`src/rtl/event_io_pkg.sv`:
```
// Shared constants for the timed square outputs and event capture block
package event_io_pkg;

    // Register byte offsets
    localparam logic [11:0] CONTROL_OFS = 12'h04c;
    localparam logic [11:0] CAP0_LOW_OFS = 12'h0a4;
    localparam logic [11:0] CAP0_HIGH_OFS = 12'h0a8;
    localparam logic [11:0] CAP1_LOW_OFS = 12'h0b0;
    localparam logic [11:0] CAP1_HIGH_OFS = 12'h0b4;
    localparam logic [11:0] HP0_LOW_OFS = 12'h0f0;
    localparam logic [11:0] HP0_HIGH_OFS = 12'h0f4;
    localparam logic [11:0] HP1_LOW_OFS = 12'h0f8;
    localparam logic [11:0] HP1_HIGH_OFS = 12'h0fc;
    localparam logic [11:0] STEP_OFS = 12'h100;
    localparam logic [11:0] STATUS_OFS = 12'h104;
    localparam logic [11:0] TIME_LOW_OFS = 12'h108;
    localparam logic [11:0] TIME_HIGH_OFS = 12'h10c;

    // Control field positions
    localparam int CTL_CAP0_EN = 0;
    localparam int CTL_CAP1_EN = 1;
    localparam int CTL_SQ0_EN = 4;
    localparam int CTL_SQ1_EN = 5;
    localparam int CTL_SQ0_OE = 6;
    localparam int CTL_SQ1_OE = 7;
    localparam int CTL_SQ0_INIT = 8;
    localparam int CTL_SQ0_LEVEL = 9;
    localparam int CTL_SQ1_INIT = 10;
    localparam int CTL_SQ1_LEVEL = 11;
    localparam int CTL_DUTY_MODE = 12;
    localparam logic [31:0] CONTROL_MASK = 32'h0000_1ff3;
    localparam logic [31:0] CONTROL_RESET = 32'h0000_0000;

    // Status field positions
    localparam int STATUS_CAP1_FULL = 8;

    // Hardware time: nanoseconds with 16 fractional bits
    localparam int TIME_W = 64;
    localparam int FRAC_BITS = 16;
    localparam int CLK_PERIOD_NS = 4;
    localparam logic [31:0] STEP_RESET = 32'(CLK_PERIOD_NS << FRAC_BITS);
    localparam logic [63:0] HALF_RESET = 64'h0;

    // Structure defaults
    localparam int FIFO_DEPTH_DEF = 16;
    localparam int SYNC_STAGES_DEF = 3;

    typedef enum logic {st_wait, st_done} apb_state_t;

endpackage

```
`src/rtl/event_io_unit.sv`:
```
// Square-wave outputs and timestamped event capture against the adder-based hardware time
`timescale 1ns/1ps
`default_nettype none

//////////////////////////////////////////////////////////////////////////////////////////
module event_io_unit #(
    parameter int FIFO_DEPTH = event_io_pkg::FIFO_DEPTH_DEF,
    parameter int SYNC_STAGES = event_io_pkg::SYNC_STAGES_DEF
)(
    // Clock and reset
    input wire logic clk_sys,
    input wire logic reset,
    // APB slave
    input wire logic [11:0] paddr,
    input wire logic psel,
    input wire logic penable,
    input wire logic pwrite,
    input wire logic [31:0] pwdata,
    output logic [31:0] prdata,
    output logic pready,
    output logic pslverr,
    // Event inputs
    input wire logic capture_in_zero,
    input wire logic capture_in_one,
    // Square outputs with driver enables
    output logic square_out_zero,
    output logic square_out_zero_oe,
    output logic square_out_one,
    output logic square_out_one_oe
);

    localparam int PTR_W = $clog2(FIFO_DEPTH);
    localparam int TW = event_io_pkg::TIME_W;

    generate
        if (FIFO_DEPTH < 2 || (FIFO_DEPTH & (FIFO_DEPTH - 1)) != 0)
        begin : g_bad_depth
            $error("FIFO_DEPTH must be a power of two of at least 2");
        end
        if (SYNC_STAGES < 2)
        begin : g_bad_sync
            $error("SYNC_STAGES must be at least 2");
        end
    endgenerate

    // Wrap-safe "now has reached target"
    function automatic logic time_reached(input logic [TW-1:0] now, input logic [TW-1:0] target);
        logic [TW-1:0] diff;
        diff = now - target;
        return ~diff[TW-1];
    endfunction

    //////////////////////////////////////////////////////////////////////////////////////
    // Hardware time

    logic [TW-1:0] hw_time;
    logic [TW-1:0] next_hw_time;
    logic [31:0] step;

    always_comb
    begin
        next_hw_time = hw_time + {32'h0, step};
    end

    always_ff @(posedge clk_sys)
    begin
        if (reset)
        begin
            hw_time <= '0;
        end
        else
        begin
            hw_time <= next_hw_time;
        end
    end

    //////////////////////////////////////////////////////////////////////////////////////
    // Event synchronizers and edge detect

    logic [SYNC_STAGES:0] sync0;
    logic [SYNC_STAGES:0] sync1;
    logic [SYNC_STAGES:0] next_sync0;
    logic [SYNC_STAGES:0] next_sync1;
    logic rise0;
    logic rise1;
    logic [31:0] control;

    // Rising-edge sampling only, so no half-period correction is ever due
    always_comb
    begin
        next_sync0 = {sync0[SYNC_STAGES-1:0], capture_in_zero};
        next_sync1 = {sync1[SYNC_STAGES-1:0], capture_in_one};
        rise0 = sync0[SYNC_STAGES-1] & ~sync0[SYNC_STAGES] & control[event_io_pkg::CTL_CAP0_EN];
        rise1 = sync1[SYNC_STAGES-1] & ~sync1[SYNC_STAGES] & control[event_io_pkg::CTL_CAP1_EN];
    end

    always_ff @(posedge clk_sys)
    begin
        if (reset)
        begin
            sync0 <= '0;
            sync1 <= '0;
        end
        else
        begin
            sync0 <= next_sync0;
            sync1 <= next_sync1;
        end
    end

    //////////////////////////////////////////////////////////////////////////////////////
    // Capture zero FIFO and capture one register

    logic [PTR_W-1:0] wr_ptr;
    logic [PTR_W-1:0] rd_ptr;
    logic [PTR_W:0] fifo_count;
    logic [PTR_W-1:0] next_wr_ptr;
    logic [PTR_W-1:0] next_rd_ptr;
    logic [PTR_W:0] next_fifo_count;
    logic [TW-1:0] fifo_head;
    logic push;
    logic pop0;
    logic pop1;
    logic fifo_empty;
    logic [TW-1:0] cap1_time;
    logic [TW-1:0] next_cap1_time;
    logic cap1_full;
    logic next_cap1_full;

    always_comb
    begin
        fifo_empty = (fifo_count == '0);
        push = rise0 && (fifo_count != (PTR_W+1)'(FIFO_DEPTH));
        next_wr_ptr = push ? wr_ptr + 1'b1 : wr_ptr;
        next_rd_ptr = pop0 ? rd_ptr + 1'b1 : rd_ptr;
        next_fifo_count = fifo_count + (PTR_W+1)'(push) - (PTR_W+1)'(pop0);
        // A read that frees the register makes room for a new capture in the same cycle
        next_cap1_full = cap1_full & ~pop1;
        next_cap1_time = cap1_time;
        if (rise1 && !next_cap1_full)
        begin
            next_cap1_full = 1'b1;
            next_cap1_time = hw_time;
        end
    end

    always_ff @(posedge clk_sys)
    begin
        if (reset)
        begin
            wr_ptr <= '0;
            rd_ptr <= '0;
            fifo_count <= '0;
            cap1_time <= '0;
            cap1_full <= 1'b0;
        end
        else
        begin
            wr_ptr <= next_wr_ptr;
            rd_ptr <= next_rd_ptr;
            fifo_count <= next_fifo_count;
            cap1_time <= next_cap1_time;
            cap1_full <= next_cap1_full;
        end
    end

    capture_store #(
        .WIDTH(TW),
        .DEPTH(FIFO_DEPTH)
    ) u_store (
        .clk_sys(clk_sys),
        .reset(reset),
        .write(push),
        .waddr(wr_ptr),
        .wdata(hw_time),
        .raddr(rd_ptr),
        .rdata(fifo_head)
    );

    //////////////////////////////////////////////////////////////////////////////////////
    // APB registers

    event_io_pkg::apb_state_t state;
    event_io_pkg::apb_state_t next_state;
    logic [31:0] next_control;
    logic [31:0] next_step;
    logic [TW-1:0] half [2];
    logic [TW-1:0] next_half [2];
    logic [31:0] low_shadow [2];
    logic [31:0] next_low_shadow [2];
    logic [31:0] held_high0;
    logic [31:0] held_high1;
    logic [31:0] held_time_high;
    logic [31:0] next_held_high0;
    logic [31:0] next_held_high1;
    logic [31:0] next_held_time_high;
    logic [31:0] next_prdata;
    logic next_pready;
    logic next_pslverr;
    logic take;

    always_comb
    begin
        next_state = state;
        next_control = control;
        next_step = step;
        next_half = half;
        next_low_shadow = low_shadow;
        next_held_high0 = held_high0;
        next_held_high1 = held_high1;
        next_held_time_high = held_time_high;
        next_prdata = prdata;
        next_pready = 1'b0;
        next_pslverr = 1'b0;
        pop0 = 1'b0;
        pop1 = 1'b0;
        take = psel && penable && state == event_io_pkg::st_done;
        case (state)
            event_io_pkg::st_wait:
            begin
                // One wait cycle lets the answer come from flip-flops
                if (psel && penable)
                begin
                    next_state = event_io_pkg::st_done;
                    next_pready = 1'b1;
                    next_prdata = '0;
                    case (paddr)
                        event_io_pkg::CONTROL_OFS: next_prdata = control;
                        event_io_pkg::CAP0_LOW_OFS: next_prdata = fifo_empty ? '0 : fifo_head[31:0];
                        event_io_pkg::CAP0_HIGH_OFS: next_prdata = held_high0;
                        event_io_pkg::CAP1_LOW_OFS: next_prdata = cap1_full ? cap1_time[31:0] : '0;
                        event_io_pkg::CAP1_HIGH_OFS: next_prdata = held_high1;
                        event_io_pkg::HP0_LOW_OFS: next_prdata = half[0][31:0];
                        event_io_pkg::HP0_HIGH_OFS: next_prdata = half[0][63:32];
                        event_io_pkg::HP1_LOW_OFS: next_prdata = half[1][31:0];
                        event_io_pkg::HP1_HIGH_OFS: next_prdata = half[1][63:32];
                        event_io_pkg::STEP_OFS: next_prdata = step;
                        event_io_pkg::STATUS_OFS: next_prdata = 32'(fifo_count)
                            | (32'(cap1_full) << event_io_pkg::STATUS_CAP1_FULL);
                        event_io_pkg::TIME_LOW_OFS: next_prdata = hw_time[31:0];
                        event_io_pkg::TIME_HIGH_OFS: next_prdata = held_time_high;
                        default: next_pslverr = 1'b1;
                    endcase
                end
            end
            event_io_pkg::st_done:
            begin
                next_state = event_io_pkg::st_wait;
                next_prdata = '0;
                if (take && pwrite)
                begin
                    case (paddr)
                        event_io_pkg::CONTROL_OFS: next_control = pwdata & event_io_pkg::CONTROL_MASK;
                        event_io_pkg::HP0_LOW_OFS: next_low_shadow[0] = pwdata;
                        event_io_pkg::HP0_HIGH_OFS: next_half[0] = {pwdata, low_shadow[0]};
                        event_io_pkg::HP1_LOW_OFS: next_low_shadow[1] = pwdata;
                        event_io_pkg::HP1_HIGH_OFS: next_half[1] = {pwdata, low_shadow[1]};
                        event_io_pkg::STEP_OFS: next_step = pwdata;
                        default: next_step = step;
                    endcase
                end
                else if (take)
                begin
                    case (paddr)
                        event_io_pkg::CAP0_LOW_OFS:
                        begin
                            pop0 = !fifo_empty;
                            next_held_high0 = fifo_empty ? '0 : fifo_head[63:32];
                        end
                        event_io_pkg::CAP1_LOW_OFS:
                        begin
                            pop1 = cap1_full;
                            next_held_high1 = cap1_full ? cap1_time[63:32] : '0;
                        end
                        event_io_pkg::TIME_LOW_OFS: next_held_time_high = hw_time[63:32];
                        default: next_held_high0 = held_high0;
                    endcase
                end
            end
            default: next_state = event_io_pkg::st_wait;
        endcase
    end

    always_ff @(posedge clk_sys)
    begin
        if (reset)
        begin
            state <= event_io_pkg::st_wait;
            control <= event_io_pkg::CONTROL_RESET;
            step <= event_io_pkg::STEP_RESET;
            half[0] <= event_io_pkg::HALF_RESET;
            half[1] <= event_io_pkg::HALF_RESET;
            low_shadow[0] <= '0;
            low_shadow[1] <= '0;
            held_high0 <= '0;
            held_high1 <= '0;
            held_time_high <= '0;
            prdata <= '0;
            pready <= 1'b0;
            pslverr <= 1'b0;
        end
        else
        begin
            state <= next_state;
            control <= next_control;
            step <= next_step;
            half <= next_half;
            low_shadow <= next_low_shadow;
            held_high0 <= next_held_high0;
            held_high1 <= next_held_high1;
            held_time_high <= next_held_time_high;
            prdata <= next_prdata;
            pready <= next_pready;
            pslverr <= next_pslverr;
        end
    end

    //////////////////////////////////////////////////////////////////////////////////////
    // Square output generators

    logic [1:0] running;
    logic [1:0] level;
    logic [1:0] oe;
    logic [TW-1:0] edge_at [2];
    logic [1:0] next_running;
    logic [1:0] next_level;
    logic [1:0] next_oe;
    logic [TW-1:0] next_edge_at [2];
    logic [1:0] fn_en;
    logic [1:0] init_lvl;
    logic [1:0] static_lvl;
    logic [TW-1:0] high_time [2];
    logic [TW-1:0] low_time [2];
    logic duty;

    always_comb
    begin
        duty = control[event_io_pkg::CTL_DUTY_MODE];
        fn_en[0] = control[event_io_pkg::CTL_SQ0_EN];
        fn_en[1] = control[event_io_pkg::CTL_SQ1_EN] & ~duty;
        next_oe[0] = control[event_io_pkg::CTL_SQ0_OE];
        next_oe[1] = control[event_io_pkg::CTL_SQ1_OE] & ~duty;
        init_lvl[0] = control[event_io_pkg::CTL_SQ0_INIT];
        init_lvl[1] = control[event_io_pkg::CTL_SQ1_INIT];
        static_lvl[0] = control[event_io_pkg::CTL_SQ0_LEVEL];
        static_lvl[1] = control[event_io_pkg::CTL_SQ1_LEVEL];
        // High and low phases equal give 50%; duty mode borrows the second half-period
        high_time[0] = half[0];
        low_time[0] = duty ? half[1] : half[0];
        high_time[1] = half[1];
        low_time[1] = half[1];
        for (int i = 0; i < 2; i++)
        begin
            next_running[i] = fn_en[i];
            next_level[i] = level[i];
            next_edge_at[i] = edge_at[i];
            if (!fn_en[i])
            begin
                next_level[i] = static_lvl[i];
            end
            else if (!running[i])
            begin
                next_level[i] = init_lvl[i];
                next_edge_at[i] = hw_time + (init_lvl[i] ? high_time[i] : low_time[i]);
            end
            else if (time_reached(hw_time, edge_at[i]))
            begin
                next_level[i] = ~level[i];
                next_edge_at[i] = edge_at[i] + (level[i] ? low_time[i] : high_time[i]);
            end
        end
    end

    always_ff @(posedge clk_sys)
    begin
        if (reset)
        begin
            running <= '0;
            level <= '0;
            oe <= '0;
            edge_at[0] <= '0;
            edge_at[1] <= '0;
        end
        else
        begin
            running <= next_running;
            level <= next_level;
            oe <= next_oe;
            edge_at <= next_edge_at;
        end
    end

    assign square_out_zero = level[0];
    assign square_out_one = level[1];
    assign square_out_zero_oe = oe[0];
    assign square_out_one_oe = oe[1];

endmodule // event_io_unit

`default_nettype wire

```
`src/rtl/capture_store.sv`:
```
// Timestamp storage array with registered read data and write bypass
`timescale 1ns/1ps
`default_nettype none

module capture_store #(
    parameter int WIDTH = 64,
    parameter int DEPTH = 16
)(
    // Clock and reset
    input wire logic clk_sys,
    input wire logic reset,
    // Write side
    input wire logic write,
    input wire logic [$clog2(DEPTH)-1:0] waddr,
    input wire logic [WIDTH-1:0] wdata,
    // Read side
    input wire logic [$clog2(DEPTH)-1:0] raddr,
    output logic [WIDTH-1:0] rdata
);

    logic [WIDTH-1:0] mem [DEPTH];

    always_ff @(posedge clk_sys)
    begin
        if (write)
        begin
            mem[waddr] <= wdata;
        end
    end

    // Bypass keeps the head word valid the cycle after a push into an empty store
    always_ff @(posedge clk_sys)
    begin
        if (reset)
        begin
            rdata <= '0;
        end
        else if (write && waddr == raddr)
        begin
            rdata <= wdata;
        end
        else
        begin
            rdata <= mem[raddr];
        end
    end

endmodule // capture_store

`default_nettype wire

```
`config.mk`:
```
export PLATFORM = sky130hd
export DESIGN_NAME = event_io_unit
export DESIGN_NICKNAME = d
export VERILOG_FILES = /design/src/rtl/event_io_pkg.sv /design/src/rtl/event_io_unit.sv /design/src/rtl/capture_store.sv
export SDC_FILE = /design/constraint.sdc
export NUM_CORES = 2
export LEC_CHECK = 0
export ABC_AREA = 1
export BUFFER_PORTS_ARGS = -buffer_cell sky130_fd_sc_hd__buf_2
export CAP_MARGIN = 30
export CORE_MARGIN = 5
export CORE_UTILIZATION = 35
export DETAILED_ROUTE_END_ITERATION = 7
export PLACE_DENSITY_LB_ADDON = 0.15
export SYNTH_ARGS = -nofsm -noshare
export SYNTH_HDL_FRONTEND = slang
export SYNTH_SLANG_ARGS = --single-unit
```
`constraint.sdc`:
```
create_clock -name clk_sys -period 4.9 [get_ports clk_sys]
set_input_delay 0.245 -clock clk_sys [delete_from_list [all_inputs] [get_ports clk_sys]]
set_output_delay 0.245 -clock clk_sys [all_outputs]
set_load 0.05 [all_outputs]
```
**Word-level counts from Yosys, hierarchy flattened**

Memory sizes are Yosys's and may differ from the RTL's. A register that Yosys moved wholly into a read port is not among the register bits.
Index checks and enable logic that the tools add are counted.

- Div/mod/pow operators: 0
- Reduce and logical (&&, ||, !) cells: 22
- $lt $le $gt $ge: 0
- Bitwise logic cells: 17
- Shift-type cells: 0
- Equality and inequality tests: 19
- $add $sub $neg: 11
- $mul: 0
- Mux-type cells: 34

Operators with widths:

| kind | count |
|---|---|
| 64-bit two-way mux | 7 |
| 32-bit one-hot mux with 13 select lines | 1 |
| 64-bit adder | 4 |
| 32-bit two-way mux | 5 |
| 64-bit subtractor | 2 |
| 12-bit by 8-bit equality test with 1-bit output (second input constant) | 8 |
| 64-bit by 32-bit adder with 64-bit output | 1 |
| 32-bit one-hot mux with 2 select lines | 1 |
| 12-bit by 9-bit equality test with 1-bit output (second input constant) | 4 |
| 1-bit two-way mux | 19 |
| 3-bit AND reduction | 6 |
| 13-bit OR reduction | 1 |
| 12-bit by 7-bit equality test with 1-bit output (second input constant) | 1 |
| 4-bit AND reduction | 3 |
| 1-bit inverter | 9 |
| 5-bit by 9-bit OR with 9-bit output | 1 |
| 4-bit by 1-bit adder with 4-bit output (second input constant) | 2 |
| 1-bit bitwise AND | 7 |
| 2-bit inequality test (second input constant) | 3 |
| 3-bit inequality test (second input constant) | 2 |
| 5-bit by 1-bit adder with 5-bit output | 1 |
| 1-bit logical AND | 5 |
| 5-bit logical NOT | 1 |
| 5-bit inequality test (second input constant) | 1 |
| other kinds (6) | 8 |

- Register bits: 650
- Logic and storage cells: 131
- Bits of input ports: 51
- ROM bits: 0
- Output and inout bits: 38
- Memories kept: 1
- Bits in latches: 0
- Memory bits (writable): 1024

Memories:

| name | depth | width | rd ports | clocked after Yosys merged registers in | wr ports | RTL line | RTL |
|---|---|---|---|---|---|---|---|
| u_store.mem | 16 | 64 | 1 | 1 | 1 | capture_store.sv:21 | `logic [WIDTH-1:0] mem [DEPTH];` |

**Longest topological paths before layout**

- Depth in word-level cells: 10
- Mapped depth: 23
- Gate-level depth less buffers: 22

**Cells and area by module**

From an unflattened synthesis, not the netlist that was laid out.

- Cell total of the unflattened synthesis: 13168
- Area total of the unflattened synthesis: 97080.6 um2

By module, submodules not included:

| module | cells an instance | area each (um2) | times used |
|---|---|---|---|
| event_io_unit | 8794 | 51314.2 | 1 |
| capture_store | 4374 | 45766.4 | 1 |

**Worst setup path before layout**

OpenSTA, ideal clock, no wires.

- Path type: reg-to-reg
- Start: register fifo_count[2]
- End: memory u_store.mem[11][0], enable pin
- Clock period less this slack: 4.229 ns
- Data required time: 4.414 ns
- Setup slack: 0.671 ns
- Stages on the path, launching flop included: 8
- Arrival time: 3.743 ns
- Cells stage by stage: dfxtp_1 > inv_1 > ha_1 > nand4_1 > nand2_1 > inv_1 > nand2_1 > nor2_1

- Word-level cells in the longest chain between the ends: 4

RTL lines:

| item | RTL line | RTL |
|---|---|---|
| start, declared | event_io_unit.sv:116 | `logic [PTR_W:0] fifo_count;` |
| start signal, assigned | event_io_unit.sv:161 | `fifo_count <= next_fifo_count;` |
| 5-bit inequality test | event_io_unit.sv:133 | `push = rise0 && (fifo_count != (PTR_W+1)'(FIFO_DEPTH));` |
| 1-bit logical AND | event_io_unit.sv:133 |  |
| 1-bit two-way mux | capture_store.sv:25 | `if (write)` |
| 1-bit two-way mux (implied by the code) | capture_store.sv:27 | `mem[waddr] <= wdata;` |
| end, declared | capture_store.sv:21 |  |

No other way between the ends.

**Final worst setup path**

- Start: register hw_time[3]
- End: register edge_at[43] (netlist name)

- Word-level cells in the longest chain between the ends: 3
- Elaborated cells on any way between the ends: 5

RTL lines:

| item | RTL line | RTL |
|---|---|---|
| start, declared | event_io_unit.sv:56 | `logic [TW-1:0] hw_time;` |
| start signal, assigned | event_io_unit.sv:73 | `hw_time <= next_hw_time;` |
| 64-bit subtractor | event_io_unit.sv:49 | `diff = now - target;` |
| 2-bit inequality test (no line) | - |  |
| 2-bit AND reduction (no line) | - |  |
| end signal, assigned | event_io_unit.sv:389 | `edge_at <= next_edge_at;` |
| end, declared | event_io_unit.sv:324 | `logic [TW-1:0] edge_at [2];` |

Parallel ways exist; a longest one is shown, timed or not.
A chain may end at the register's enable or synchronous reset.

==> results.yml <==
synthesis:
  ys.flop_type: "edfxtp_1"
  synthArstFlopShare_pct: 0
  synth_edf_count: 1024
  post-synth-top-area-fraction_pct: 33.0
  synth_top_cell_by_area: "edfxtp_1"
  postSynthAreaPerCell_um2: 7.80
  synth_cell_types: 50
  syn_area_um2: 93100
  synth.yosys.seq_area_share_pct: 48.3
  ys_warn_count: 0
  syn_nets: 12400
  ys_ff_latch: 1737
  syn_inst: 11900
  synthTopCellsByArea: "edfxtp_1 33%, dfxtp_1 15%, nand2_1 11%"
critical_path:
  critPathLaunchType: "flop"
  worstPathRequired_ps: 5630
  cp_top_family: "simple AND/OR/NAND/NOR gates"
  cp.arrival_ps: 5260
  setup.worst_path.class: "flop to flop"
  critPathMostFrequentCell: "nand2_1"
  regToRegSetupSlack_ps: 370
  reg2regPathDepth: 19
  crit_fanout: 5
  worstPathCellList: "inv_1, o21ai_0, buf_2, ha_1, nand2_1, nor2_1, nand2_1, nand2_1, nand2_1, nand2_1, nand3_1, nand2_1, nand2_1, nand2_1, nand2_1, nand2_1, nand3_1, nand2_1, nor2_1"
  cp_slowest_cell: "dfxtp_1"
  critPathMaxStageDelay_ps: 1010
  worst-path-buf-inv: 2
  cp.depth: 19
  cp-end-kind: "flop"
global_route:
  grt_max_degree: 167
  track_usage_pct: 33.2
  antenna_found_initial: 47
  grt.overflow.total: 0
  grt_pass1_vias: 81300
  grt_pass1_wl_mm: 653
power:
  p_total_uw: 30600
  power.density_nw_per_um2: 286
  leakagePower_uw: 0.0436
  ir_drop_mv: 0.323
timing:
  slew_violations: 0
  min_period_over_period_pct: 92.5
  rsz0062_at_grt: "no"
  fin_worst_skew_ps: 90.2
  hold_viol_final: 0
  fmax_mhz: 221
  tightestPinTransition_ps: 1110
  tns_ps: 0
  min_period_ps: 4530
  slew_headroom_pct: 25.6
  setup_viol: 0
floorplan:
  dieArea_um2: 277000
  die_x_um: 526
  ios: 89
  coreArea_um2: 265000
  dieHeight_um: 526
  initial_core_util_pct: 35.1
  rows: 189
clock_tree:
  clk_latency_ps: 890
  cts_resized: 0
  clk_pin_slew_ps: 60
  cts-root-buf: "clkbuf_16"
  post_cts_buffers: 0
  numCtsBuffers: 204
  clock-sinks: 1737
  cts_tree: "done"
  htree_levels: 4
  hold_buffers: 38
  cts_buffer_depth: 4
detailed_routing:
  drt_iter0_drc: 11200
  detail-route-antenna-nets: 0
  drt-wirelength-per-cell_um: 30.0
  vias: 88400
  routed_wl_mm: 478
  firstDrtPassIters: 8
  drcViolationCount: 0
  viasPerCell: 5.54
cells_and_area:
  fin_nets: 12600
  fill_cells: 27300
  fin_util_pct: 40.5
  drive_gt1_share_pct: 7.58
  areaGrowthSynthToFinish_pct: 15.2
place:
  gp_congestion: 1.05
  hpwlAfterDp_mm: 359
  io_buffers: 88
status:
  status: "finished, final reports clean"
hold_path:
  min_path_type: "input pin to flop"
  min_path_cells: 6
job:
  maxCapViolations: 0
==> final cells by class <==
cell class / count / area [um2] / area share (%)
diodes: 22 / 55.1 / 0.0513
multi-input cells: 8171 / 40400 / 37.7
well taps: 3533 / 4420 / 4.12
repair buffers: 623 / 5340 / 4.98
inverters: 1499 / 5650 / 5.27
clock buffers: 273 / 5550 / 5.17
flip-flops and latches: 1737 / 45100 / 42.0
clock inverters: 93 / 769 / 0.717
==> cell families after synthesis <==
group                      share of synthesized area, %
and+or+nand+nor                                    21.1
xor gates and xnor gates                          0.640
adders and majority gates                          4.89
DFF                                                48.3
AOI/OAI and AO/OA                                  16.6
buffers and inverters                              8.45
==> through the flow <==
stage	hold slack, ps	std cells	area, um2	setup WS [ps]
after floorplan	352	11900	93100	671
after global placement	392	15500	100000	128
after detailed placement	395	15500	100000	624
after CTS	82.8	15900	107000	558
after global routing	186	15900	107000	275
final	116	16000	107000	369
==> where the power goes <==
group / total (uW) / leakage [uW] / switching, uW / internal (uW)
clock network: 14800 / 0.00309 / 6400 / 8440
registers: 15300 / 0.0150 / 5.97 / 15300
logic: 495 / 0.0255 / 379 / 115
total: 30600 / 0.0436 / 6780 / 23900
==> sequential cells by signal (all words and copies together) (netlist names) <==
name / count
prdata: 32
u_store.mem: 1024
oe: 2
sync0: 4
running: 2
rd_ptr: 4
u_store.rdata: 64
held_high1: 32
fifo_count: 5
cap1_time: 64
cap1_full: 1
wr_ptr: 4
sync1: 4
low_shadow: 64
step: 32
control: 11
held_high0: 32
hw_time: 64
pslverr: 1
held_time_high: 32
half: 128
pready: 1
edge_at: 128
level: 2
==> cell usage after synthesis (all sizes together), types with 5 or more instances <==
master and instances:
a221oi 12, xor2 30, inv 1496, o32ai 13, a21oi 840, nor3 89
nand4 77, ha 356, a21boi 5, dfxtp 713, o21bai 27, a211oi 22
fa 5, clkbuf 436, nand3 438, a22oi 33, nand2 2631, a31oi 6
xnor2 38, a21o 20, nand3b 81, o21ai 1411, buf 104, edfxtp 1024
o22ai 385, o211ai 58, o21a 18, o31ai 10, o221ai 9, nor2 1524
nor4 7, and3 7, and2 13
==> final timing paths <==
| kind | start | to |
|---|---|---|
| max reg2reg | hw_time[3] | edge_at[43] |
| min reg2reg | sync0[1] | sync0[2] |
| max | hw_time[3] | edge_at[43] |
| min | paddr[0] | pslverr |
==> worst min-delay path, cell delays in order <==
cell and delay [ps]:
buf_2 100, nor2_2 160, nand2_1 90, nand4_1 90, nor3_1 70, and2_1 140
==> placed cells by master, fill, tap and decap left out, drive strengths merged, types with 75 or more instances in the layout <==
master and count:
clkbuf 273, nor2 1524, nand3 438, inv 1503, nand4 77, o21ai 1411, dfxtp 713, buf 585
nand3b 81, nand2 2631, nor3 89, o22ai 385, edfxtp 1024, a21oi 840, ha 356, clkinv 75
==> layer usage <==
layer	GRT usage (%)	wire length, um	vias up
li1	-	-	40500
met1	46.3	207000	43000
met2	49.7	203000	4054
met3	5.91	40400	779
met4	15.9	27100	10
met5	0	70	-
Power figures use the tool's default switching activity.
